<file path="config.mk">
export PLATFORM = sky130hd
export DESIGN_NAME = sr_self_refresh
export DESIGN_NICKNAME = d
export VERILOG_FILES = /design/src/sr_pkg.sv /design/src/sr_self_refresh.sv
export VERILOG_INCLUDE_DIRS = /design/src
export SDC_FILE = /design/constraint.sdc
export NUM_CORES = 1
export LEC_CHECK = 0
export BUFFER_PORTS_ARGS = -buffer_cell sky130_fd_sc_hd__clkbuf_2
export CORE_MARGIN = 1
export CORE_UTILIZATION = 48
export CTS_BUF_LIST = sky130_fd_sc_hd__clkbuf_16
export DETAILED_ROUTE_END_ITERATION = 6
export PLACE_DENSITY_LB_ADDON = 0.25
export SLEW_MARGIN = 0
export SYNTH_ARGS = -nofsm -noshare
export SYNTH_HDL_FRONTEND = slang
export SYNTH_SLANG_ARGS = --single-unit
</file>
<file path="constraint.sdc">
create_clock -name i_clk_sys -period 2.1 [get_ports i_clk_sys]
set_clock_uncertainty 0.2 [all_clocks]
set_input_delay 0.42 -clock i_clk_sys [delete_from_list [all_inputs] [get_ports i_clk_sys]]
set_output_delay 0.42 -clock i_clk_sys [all_outputs]
set_load 0.01 [all_outputs]
</file>
<file path="src/sr_map.svh">
`ifndef SR_MAP_SVH
`define SR_MAP_SVH
// ==========================================================
// mode register addresses
`define SR_MA_BANK_MASK 8'h10
`define SR_MA_SEG_MASK 8'h11
// reset values of the mask registers (all refreshed)
`define SR_BANK_MASK_RST 8'h00
`define SR_SEG_MASK_RST 8'h00
// ==========================================================
// timing, in ns at the system clock
`define SR_CLK_NS 40
`define SR_TCKESR_NS 15
`define SR_TXSR_NS 140
`define SR_TREFI_NS 3900
// least times round up, at least one cycle
`define SR_CKESR_CYC ((`SR_TCKESR_NS + `SR_CLK_NS - 1) / `SR_CLK_NS)
`define SR_XSR_CYC ((`SR_TXSR_NS + `SR_CLK_NS - 1) / `SR_CLK_NS)
// longest interval rounds down
`define SR_REFI_CYC (`SR_TREFI_NS / `SR_CLK_NS)
// ==========================================================
// command bus field positions
`define SR_CA_W 10
`define SR_MA_LO_POS 4
`define SR_OP_POS 2
`endif

</file>
<file path="src/sr_pkg.sv">
// ==========================================================
// types shared by the self refresh block
package sr_pkg;
   // command/address pins sampled at one clock edge
   typedef struct packed {
      logic cke; // clock enable
      logic cs_b; // chip select, active low
      logic [9:0] ca_r; // rising edge half
      logic [9:0] ca_f; // falling edge half
   } sr_cmd_t;
   // operating state of the device
   typedef enum logic [1:0] {
      SR_ST_IDLE,
      SR_ST_PD,
      SR_ST_SREF,
      SR_ST_XSR
   } sr_state_t;
   // device status
   typedef struct packed {
      logic in_sref; // self refresh resident
      logic in_pd; // power-down resident
      logic exiting; // inside exit interval
      logic cmd_ready; // normal decoding active
      logic int_clk_en; // internal clock running
   } sr_status_t;
   // one internal refresh step
   typedef struct packed {
      logic fire; // refresh issued this cycle
      logic [7:0] banks; // banks refreshed
      logic [2:0] seg; // segment of the row
      logic [5:0] row; // row counter
   } sr_ref_t;
endpackage : sr_pkg

</file>
<file path="src/sr_self_refresh.sv">
`timescale 1ns/100ps
`include "sr_map.svh"
// How it works
// - entry is cke low, cs low, ca 001
// - stay in self refresh while cke low
// - ignore all inputs but cke in self refresh
// - refresh at once, stop internal clock
// - tXSR timing starts at first cke-high edge
// - no refresh at all in power-down
// - bank mask written at mode address 10h
// - masked bank never refreshed in self refresh; all-bank refresh ignores the mask
// - unmasked bank follows the segment mask
// - segment mask at 11h covers all banks
// - masked segment rows are skipped
// - all-bank refresh only when all idle
module sr_self_refresh #(
   parameter int NBANK = 8, // banks, up to 8
   parameter int SEG_W = 3, // segment index width
   parameter int ROW_W = 6 // internal row counter width
) (
   // clock and reset
   input wire logic i_clk_sys,
   input wire logic i_rst_b,
   // command bus
   input wire sr_pkg::sr_cmd_t i_cmd,
   // status and refresh activity
   output sr_pkg::sr_status_t o_status,
   output sr_pkg::sr_ref_t o_ref,
   output logic o_refab,
   output logic [7:0] o_banks_open,
   // mask register contents
   output logic [7:0] o_bank_mask,
   output logic [7:0] o_seg_mask
);
   // ==========================================================
   // elaboration checks
   if (NBANK < 1 || NBANK > 8) begin : g_bad_nbank
      $error("NBANK must be 1 to 8");
   end
   if (SEG_W != 3 || ROW_W < SEG_W || ROW_W > 6) begin : g_bad_row
      $error("SEG_W must be 3, ROW_W 3 to 6");
   end

   localparam logic [7:0] XSR_LAST = 8'(`SR_XSR_CYC - 1);
   localparam logic [7:0] REFI_LAST = 8'(`SR_REFI_CYC - 1);

   // ==========================================================
   // registers
   sr_pkg::sr_state_t state_r, state_nxt; // device state
   logic cke_prev_r; // cke at previous edge
   logic [7:0] bank_mask_r; // per-bank refresh block
   logic [7:0] seg_mask_r; // per-segment refresh block
   logic [7:0] open_r, open_nxt; // banks with an open row
   logic [7:0] xsr_cnt_r; // exit interval counter
   logic [7:0] refi_cnt_r; // internal refresh timer
   logic [ROW_W-1:0] row_r; // internal row counter
   sr_pkg::sr_ref_t ref_r; // registered refresh step
   logic refab_r; // registered refresh accept

   // ==========================================================
   // command decode
   wire cmd_sel = !i_cmd.cs_b;
   wire ca_ref = !i_cmd.ca_r[0] && !i_cmd.ca_r[1] && i_cmd.ca_r[2];
   wire in_idle = (state_r == sr_pkg::SR_ST_IDLE);
   // cke falls this edge with entry pattern
   wire sre_hit = in_idle && cke_prev_r && !i_cmd.cke && cmd_sel &&
                  ca_ref;
   // cke falls with any other command: power-down
   wire pd_hit = in_idle && cke_prev_r && !i_cmd.cke && !sre_hit;
   // normal commands need cke high now and before
   wire live = in_idle && cke_prev_r && i_cmd.cke && cmd_sel;
   wire ref_hit = live && ca_ref;
   wire mrw_hit = live && (i_cmd.ca_r[3:0] == 4'h0);
   wire act_hit = live && !i_cmd.ca_r[0] && i_cmd.ca_r[1];
   wire pre_hit = live && (i_cmd.ca_r[3:0] == 4'hb);
   wire pre_all = i_cmd.ca_r[4];
   wire [2:0] bank_sel = i_cmd.ca_r[9:7];
   // mode address and operand
   wire [7:0] mr_addr = {i_cmd.ca_f[1:0],
                         i_cmd.ca_r[`SR_CA_W-1:`SR_MA_LO_POS]};
   wire [7:0] mr_op = i_cmd.ca_f[`SR_CA_W-1:`SR_OP_POS];
   wire wr_bank = mrw_hit && (mr_addr == `SR_MA_BANK_MASK);
   wire wr_seg = mrw_hit && (mr_addr == `SR_MA_SEG_MASK);
   // refresh accepted only with every bank idle
   wire refab_ok = ref_hit && (open_r == 8'h00);

   // ==========================================================
   // internal refresh selection
   wire in_sref = (state_r == sr_pkg::SR_ST_SREF);
   wire tick = in_sref && (refi_cnt_r == 8'h00);
   wire [SEG_W-1:0] seg_now = row_r[ROW_W-1 -: SEG_W];
   wire [7:0] bank_en = ~bank_mask_r;
   wire seg_ok = !seg_mask_r[seg_now];
   wire [7:0] ref_banks = seg_ok ? bank_en : 8'h00;

   // ==========================================================
   // next state
   always_comb begin
      state_nxt = state_r;
      case (state_r)
         sr_pkg::SR_ST_IDLE: begin
            if (sre_hit) begin
               state_nxt = sr_pkg::SR_ST_SREF;
            end else if (pd_hit) begin
               state_nxt = sr_pkg::SR_ST_PD;
            end
         end
         sr_pkg::SR_ST_PD: begin
            // no refresh here; leave on cke high
            if (i_cmd.cke) begin
               state_nxt = sr_pkg::SR_ST_IDLE;
            end
         end
         sr_pkg::SR_ST_SREF: begin
            // only cke is looked at
            if (i_cmd.cke) begin
               state_nxt = sr_pkg::SR_ST_XSR;
            end
         end
         sr_pkg::SR_ST_XSR: begin
            if (!i_cmd.cke) begin
               state_nxt = sr_pkg::SR_ST_SREF;
            end else if (xsr_cnt_r == 8'h00) begin
               state_nxt = sr_pkg::SR_ST_IDLE;
            end
         end
         default: state_nxt = sr_pkg::SR_ST_IDLE;
      endcase
   end

   // ==========================================================
   // bank open tracking, one slot per bank
   for (genvar b = 0; b < 8; b++) begin : g_bank
      always_comb begin
         open_nxt[b] = open_r[b];
         if (b >= NBANK) begin
            open_nxt[b] = 1'b0;
         end else if (state_r == sr_pkg::SR_ST_XSR) begin
            open_nxt[b] = 1'b0;
         end else if (act_hit && bank_sel == 3'(b)) begin
            open_nxt[b] = 1'b1;
         end else if (pre_hit && (pre_all || bank_sel == 3'(b))) begin
            open_nxt[b] = 1'b0;
         end
      end
   end

   // ==========================================================
   // state and cke history
   always_ff @(posedge i_clk_sys or negedge i_rst_b) begin
      if (!i_rst_b) begin
         state_r <= sr_pkg::SR_ST_IDLE;
         cke_prev_r <= 1'b0;
         open_r <= 8'h00;
      end else begin
         state_r <= state_nxt;
         cke_prev_r <= i_cmd.cke;
         open_r <= open_nxt;
      end
   end

   // ==========================================================
   // mode registers, written only in normal decoding
   always_ff @(posedge i_clk_sys or negedge i_rst_b) begin
      if (!i_rst_b) begin
         bank_mask_r <= `SR_BANK_MASK_RST;
         seg_mask_r <= `SR_SEG_MASK_RST;
      end else begin
         if (wr_bank) begin
            bank_mask_r <= mr_op;
         end
         if (wr_seg) begin
            seg_mask_r <= mr_op;
         end
      end
   end

   // ==========================================================
   // exit interval counter, loaded on the cke-high edge
   always_ff @(posedge i_clk_sys or negedge i_rst_b) begin
      if (!i_rst_b) begin
         xsr_cnt_r <= 8'h00;
      end else if (in_sref) begin
         xsr_cnt_r <= XSR_LAST;
      end else if (xsr_cnt_r != 8'h00) begin
         xsr_cnt_r <= xsr_cnt_r - 8'h01;
      end
   end

   // ==========================================================
   // internal refresh timer, zero on entry for an instant refresh
   always_ff @(posedge i_clk_sys or negedge i_rst_b) begin
      if (!i_rst_b) begin
         refi_cnt_r <= 8'h00;
         row_r <= '0;
      end else if (!in_sref) begin
         refi_cnt_r <= 8'h00;
      end else if (tick) begin
         refi_cnt_r <= REFI_LAST;
         row_r <= row_r + 1'b1;
      end else begin
         refi_cnt_r <= refi_cnt_r - 8'h01;
      end
   end

   // ==========================================================
   // registered refresh outputs
   always_ff @(posedge i_clk_sys or negedge i_rst_b) begin
      if (!i_rst_b) begin
         ref_r <= '0;
         refab_r <= 1'b0;
      end else begin
         ref_r.fire <= tick && (ref_banks != 8'h00);
         ref_r.banks <= tick ? ref_banks : 8'h00;
         ref_r.seg <= seg_now;
         ref_r.row <= 6'(row_r);
         refab_r <= refab_ok;
      end
   end

   // ==========================================================
   // outputs
   assign o_status.in_sref = in_sref;
   assign o_status.in_pd = (state_r == sr_pkg::SR_ST_PD);
   assign o_status.exiting = (state_r == sr_pkg::SR_ST_XSR);
   assign o_status.cmd_ready = in_idle;
   assign o_status.int_clk_en = !in_sref;
   assign o_ref = ref_r;
   assign o_refab = refab_r;
   assign o_banks_open = open_r;
   assign o_bank_mask = bank_mask_r;
   assign o_seg_mask = seg_mask_r;

   // ==========================================================
   // assertions
   localparam int XSR_N = `SR_XSR_CYC;
   property p_entry;
      @(posedge i_clk_sys) disable iff (!i_rst_b)
      sre_hit |=> in_sref;
   endproperty
   a_entry: assert property (p_entry)
      else $error("entry not taken");
   property p_stay;
      @(posedge i_clk_sys) disable iff (!i_rst_b)
      in_sref && !i_cmd.cke |=> in_sref;
   endproperty
   a_stay: assert property (p_stay)
      else $error("left self refresh with cke low");
   property p_ignore;
      @(posedge i_clk_sys) disable iff (!i_rst_b)
      in_sref |=> $stable(bank_mask_r) && $stable(seg_mask_r);
   endproperty
   a_ignore: assert property (p_ignore)
      else $error("mask changed in self refresh");
   property p_first_ref;
      @(posedge i_clk_sys) disable iff (!i_rst_b)
      sre_hit ##1 (in_sref && !i_cmd.cke) |-> tick && !o_status.int_clk_en;
   endproperty
   a_first_ref: assert property (p_first_ref)
      else $error("no refresh at entry");
   property p_xsr_len;
      @(posedge i_clk_sys) disable iff (!i_rst_b)
      in_sref && i_cmd.cke ##1 i_cmd.cke [*4] |-> !in_idle ##1 in_idle;
   endproperty
   a_xsr_len: assert property (p_xsr_len)
      else $error("exit interval length wrong");
   property p_xsr_start;
      @(posedge i_clk_sys) disable iff (!i_rst_b)
      in_sref && i_cmd.cke |=> o_status.exiting && xsr_cnt_r == XSR_N - 1;
   endproperty
   a_xsr_start: assert property (p_xsr_start)
      else $error("exit timing not started");
   property p_pd_noref;
      @(posedge i_clk_sys) disable iff (!i_rst_b)
      o_status.in_pd |=> !o_ref.fire;
   endproperty
   a_pd_noref: assert property (p_pd_noref)
      else $error("refresh in power-down");
   property p_mask;
      @(posedge i_clk_sys) disable iff (!i_rst_b)
      tick |=> (o_ref.banks & $past(bank_mask_r)) == 8'h00
         && (!$past(seg_mask_r[seg_now]) || o_ref.banks == 8'h00);
   endproperty
   a_mask: assert property (p_mask)
      else $error("masked bank or segment refreshed");
   property p_mrw;
      @(posedge i_clk_sys) disable iff (!i_rst_b)
      wr_bank |=> bank_mask_r == $past(mr_op);
   endproperty
   a_mrw: assert property (p_mrw)
      else $error("bank mask not written");
   property p_refab;
      @(posedge i_clk_sys) disable iff (!i_rst_b)
      o_refab |-> $past(open_r) == 8'h00;
   endproperty
   a_refab: assert property (p_refab)
      else $error("refresh taken with open bank");
   property p_exit_idle;
      @(posedge i_clk_sys) disable iff (!i_rst_b)
      o_status.exiting ##1 in_idle |-> open_r == 8'h00;
   endproperty
   a_exit_idle: assert property (p_exit_idle)
      else $error("bank open after exit");
   c_entry: cover property (@(posedge i_clk_sys) sre_hit);
   c_exit: cover property (@(posedge i_clk_sys)
      o_status.exiting ##1 in_idle);
   c_reentry: cover property (@(posedge i_clk_sys)
      o_status.exiting ##1 in_sref);
   c_pd: cover property (@(posedge i_clk_sys) pd_hit);
endmodule : sr_self_refresh

</file>
Word level (Yosys, flattened, before mapping)
Index checks and enable logic that the tools add are counted.

Register bits: 68. Bits in latches: 0. RAM bits: 0. ROM bits: 0. Input bits: 24. Output and inout port bits: 48. Logic and storage cells: 149. Memories: 0.

Add/sub/neg operators: 3. Multiply operators: 0. Div/mod/pow operators: 0. $lt $le $gt $ge: 1. Eq/ne operators: 17. Shift operators: 0. Mux-type cells: 39. Bitwise operators: 1. Reduce and logical (&&, ||, !) cells: 68.

Operators by type and width (number): $mux W8 (6); $logic_and A1 B1 Y1 (35); $mux W1 (25); $logic_not A8 Y1 (3); $reduce_bool A3 Y1 (8); $eq A8 B5 Y1 const B (2); $reduce_bool A8 Y1 (2); $sub A8 B1 Y8 const B (2); $eq A3 B3 Y1 const B (4); $mux W2 (6); $logic_or A1 B1 Y1 (8); $not A8 Y8 (1); $pmux W2 S4 (1); $add A6 B1 Y6 const B (1); $eq A3 B2 Y1 const B (2); $logic_not A1 Y1 (6); $eq A2 B2 Y1 const B (2); $eq A4 B4 Y1 const B (1); $logic_not A4 Y1 (1); $lt A3 B4 Y1 const B (1); $ne A2 B2 Y1 const B (2); $reduce_and A4 Y1 (1); $bmux W1 S3 (1); $eq A3 B1 Y1 const B (1); 7 further kinds (7).

Longest topological paths before layout
Depth after elaboration: 10. Depth in mapped cells: 7. Mapped depth without buffers: 6.

Worst setup path before layout
No wires, ideal clock.

Kind: input port to flip-flop. Start: input i_cmd[19] in the netlist's numbering. End: register bank_mask_r[0] (netlist: o_bank_mask[0]). Setup time: 0.125 ns. Arrival: 1.906 ns. Path slack: -0.131 ns. Stages: 6. Path buffers: 2. Path through: buf_4 > or4_4 > nor3_4 > and4b_1 > buf_6 > mux2_4.

Cells in the longest elaborated chain, start to end: 2.

Ends and longest elaborated chain: start: declaration (RTL line sr_self_refresh.sv:25) `input wire sr_pkg::sr_cmd_t i_cmd,`; $eq A8 B5 Y1 (no source line); $logic_and A1 B1 Y1 (RTL line sr_self_refresh.sv:82) `` wire wr_bank = mrw_hit && (mr_addr == `SR_MA_BANK_MASK); ``; end signal: assignment (RTL line sr_self_refresh.sv:166) `` bank_mask_r <= `SR_BANK_MASK_RST; ``; end signal: assignment (RTL line sr_self_refresh.sv:170) `bank_mask_r <= mr_op;`; end: declaration (RTL line sr_self_refresh.sv:51) `logic [7:0] bank_mask_r;`.

No other way between the ends. A chain may end at the register's enable or synchronous reset.

Worst setup path after layout
Start: register xsr_cnt_r[5]. End: register xsr_cnt_r[7].

Cells in the longest elaborated chain, start to end: 3. Elaborated cells on any way between the ends: 5. Classes of those cells: add/sub (1); mux (2); reduce/logical (2).

Ends and longest elaborated chain: start: declaration (RTL line sr_self_refresh.sv:54) `logic [7:0] xsr_cnt_r;`; start signal: assignment (RTL line sr_self_refresh.sv:186) `xsr_cnt_r <= xsr_cnt_r - 8'h01;`; $sub A8 B1 Y8 (RTL line sr_self_refresh.sv:186); $mux W8 (RTL line sr_self_refresh.sv:185) `end else if (xsr_cnt_r != 8'h00) begin`; $mux W8 (RTL line sr_self_refresh.sv:183) `end else if (in_sref) begin`.

Several ways; a longest one is shown, not always the timed one. The select of a mux whose other input is x is not followed.

==> flow_summary.toml <==
[worst_setup_path]
slowest_stage = "or4b_2"
reg2regPathDepth = 3
crit_path_cell_trace = "or4_4, or4b_2, a21oi_2"
cp-start-kind = "flip-flop"
critical-path-top-delay-family = "simple AND/OR/NAND/NOR gates"
path_buf_inv = 0
crit_type = "flip-flop to flip-flop"
end_kind = "flip-flop"
critPathRequiredTime_ps = 2160
arrival_ps = 2080
crit_path_max_fanout = 6
slowest_delay_ps = 670
worstSetupPathDepth = 3

[yosys]
synth_edf_count = 0
synth_top_area_cell = "dfrtp_1"
synthDistinctLibCells = 42
synth_fp_nets = 278
synth_flop_cell = "dfrtp_1"
yosysWarnings = 0
synthCells = 250
synth_area_um2 = 2950
ys_seq_area_frac = 0.551
yosysTopAreaCellShare = 0.551
synth_area_leaders = "dfrtp_1 55%, mux2_2 4.2%, mux2_4 4.1%"
avgSynthCellArea_um2 = 11.8
ys_seq_elements = 65
ys_async_sr_fraction = 1.00

[min_path]
min_path_cells = 1
hp-class = "primary input to flip-flop"

[grt]
grt_max_degree = 66
grt_pass1_vias = 2138
grt_usage = 0.209
grt_overflow = 0
grt_pass1_wl_mm = 9.99
antenna_found_initial = 0

[floorplan]
dieArea_um2 = 6470
placementRows = 28
die_x_um = 80.4
core_um2 = 5920
start_util = 0.499
io_pins = 72
dieHeight_um = 80.4

[power]
pwr-share-comb = 0.311
leakagePower_nw = 1.94
powerDensity_nw_per_um2 = 1240
peakVddDrop_uv = 606
pwr-share-clk = 0.314
swShare = 0.328
seqPwrFrac = 0.375
p_int_mw = 3.15
switching_power_mw = 1.53

[routing]
ant_nets = 0
wl_per_cell_um = 14.6
via_per_inst = 5.31
drt_iter0_drc = 98
vias = 2216
route.detailed.drc = 0
wl_mm = 6.10
dr.pass1.iters = 4

[clock_network]
cts_setup_buffers = 0
cts_buffer_depth = 2
cts_root_buf = "clkbuf_16"
cts.sinks = 65
cts_tree = "yes"
htree_levels = 3
cts_buffers = 9
clk_pin_slew_ps = 50
clk_latency_ps = 330

[placed_design]
place_hpwl_mm = 4.28
globalplace.congestion = 0.844
portBuffers = 71

[timing]
fmax_mhz = 495
maxSlewViolCount = 0
holdWs_ps = 110
period_share = 0.962
rsz0062_at_grt = "false"
hold_viol = 0
finalSetupViolations = 0
worst_slew_pin_slew_ps = 444
min_period_ps = 2020
slew_headroom = 0.702

[layout]
diodes = 0
nets = 365
drive_above_1_share = 0.395
fillCellCount = 470
fin_util = 0.637
area_delta_synth_final_pct = 27.7

[run_status]
outcome = "complete, no violations"

[job]
drv_cap = 0
routing by layer:
metal / track usage / share of wire
met5: 0 / 0
met4: 0.0964 / 0.018
met3: 0.0455 / 0.048
met2: 0.342 / 0.48
met1: 0.264 / 0.45
state kept, by name (all words and copies together), names as in the netlist:
signal / count
o_ref: 15
o_bank_mask: 8
cke_prev_r: 1
o_banks_open: 8
refi_cnt_r: 8
state_r: 2
row_r: 6
o_refab: 1
o_seg_mask: 8
xsr_cnt_r: 8
Yosys cell counts (2+ instances only):
| library cell | instances |
|---|---|
| buf_6 | 3 |
| inv_1 | 8 |
| o21ai_0 | 10 |
| or4_4 | 2 |
| buf_4 | 6 |
| ha_1 | 4 |
| and3_1 | 2 |
| mux2_2 | 11 |
| xor2_1 | 7 |
| o211ai_1 | 6 |
| nor3_1 | 16 |
| clkbuf_1 | 3 |
| dfrtp_1 | 65 |
| a31oi_1 | 2 |
| buf_2 | 2 |
| mux2_4 | 8 |
| mux4_2 | 2 |
| nor2b_1 | 3 |
| nor2_1 | 23 |
| nand3_1 | 3 |
| a21oi_1 | 8 |
| xnor2_1 | 7 |
| nand2b_1 | 7 |
| nand2_1 | 13 |
| nor4_1 | 5 |
| and4b_1 | 3 |
| a32o_1 | 4 |
| nand4_1 | 3 |
metrics by stage:
| step | cells | instance area (um2) | total power, mW | worst slack [ps] | TNS, ps |
|---|---|---|---|---|---|
| finish | 417 | 3770 | 4.68 | 80.6 | 0 |
| global route | 417 | 3770 | 4.99 | 9.21 | 0 |
| CTS | 417 | 3770 | 4.73 | 25.5 | 0 |
| detailed placement | 400 | 3460 | 3.23 | -144 | -1610 |
| global placement | 400 | 3460 | 3.18 | -116 | -1240 |
| floorplan | 250 | 2960 | 2.74 | -115 | -923 |
layout make-up:
type,count,area (um2),share of cell area
tap,75,93.8,0.0249
inverter,9,33.8,0.00896
sequential,65,1630,0.431
clock inverter,7,70.1,0.0186
timing repair buffer,90,526,0.139
multi-input combinational,162,1200,0.317
clock buffer,9,225,0.0597
path summary, 6_finish.rpt:
path,to,startpoint,slack [ps]
worst min register to register,o_ref[1]$_DFF_PN0_,row_r[1]$_DFFE_PN0P_,240
worst min-delay path,cke_prev_r$_DFF_PN0_,i_cmd[21],110
worst max-delay path,xsr_cnt_r[7]$_DFFE_PN0P_,xsr_cnt_r[5]$_DFFE_PN0P_,80
worst max register to register,xsr_cnt_r[7]$_DFFE_PN0P_,xsr_cnt_r[5]$_DFFE_PN0P_,80
max in group asynchronous,o_banks_open[4]$_DFFE_PN0P_,i_rst_b,970
min in group asynchronous,refi_cnt_r[2]$_DFF_PN0_,i_rst_b,440
placed cells by master (no fill, tap or decap), types with 3 or more instances in the layout:
cell	instances
a21oi_1	7
a32o_1	4
and4b_1	3
buf_4	16
clkbuf_16	9
clkbuf_2	71
clkinv_2	3
dfrtp_1	65
ha_1	4
inv_1	8
mux2_2	11
mux2_4	8
nand2_1	13
nand2b_1	7
nand3_1	3
nand4_1	3
nor2_1	23
nor2b_1	3
nor3_1	16
nor4_1	5
o211ai_1	6
o21ai_0	10
xnor2_1	7
xor2_1	7
power by group through the flow:
stage	registers [mW]	clock network, mW	logic, mW
final	1.75	1.47	1.46
after global routing	1.79	1.54	1.65
after CTS	1.75	1.50	1.47
after detailed placement	1.77	0	1.46
after global placement	1.76	0	1.42
after floorplan	1.79	0	0.943
what timing repair did:
item	in CTS	in global routing
resized for setup	0	1
setup endpoints to repair	0	4
hold buffers	1	0
hold endpoints to repair	65	0
logic make-up (layout without fill, tap and decap cells):
logic type / Yosys count / count (layout) / share of synthesized area
flip-flops: 65 / 65 / 0.551
AND/OR/NAND/NOR: 90 / 90 / 0.175
multiplexers: 21 / 21 / 0.0979
XOR/XNOR: 14 / 14 / 0.0415
AO/OA/AOI/OAI: 33 / 33 / 0.0720
buffers and inverters: 23 / 115 / 0.0453
adder cells (fa/ha/maj): 4 / 4 / 0.0169
Note: power is estimated with default switching activity, not from simulation.
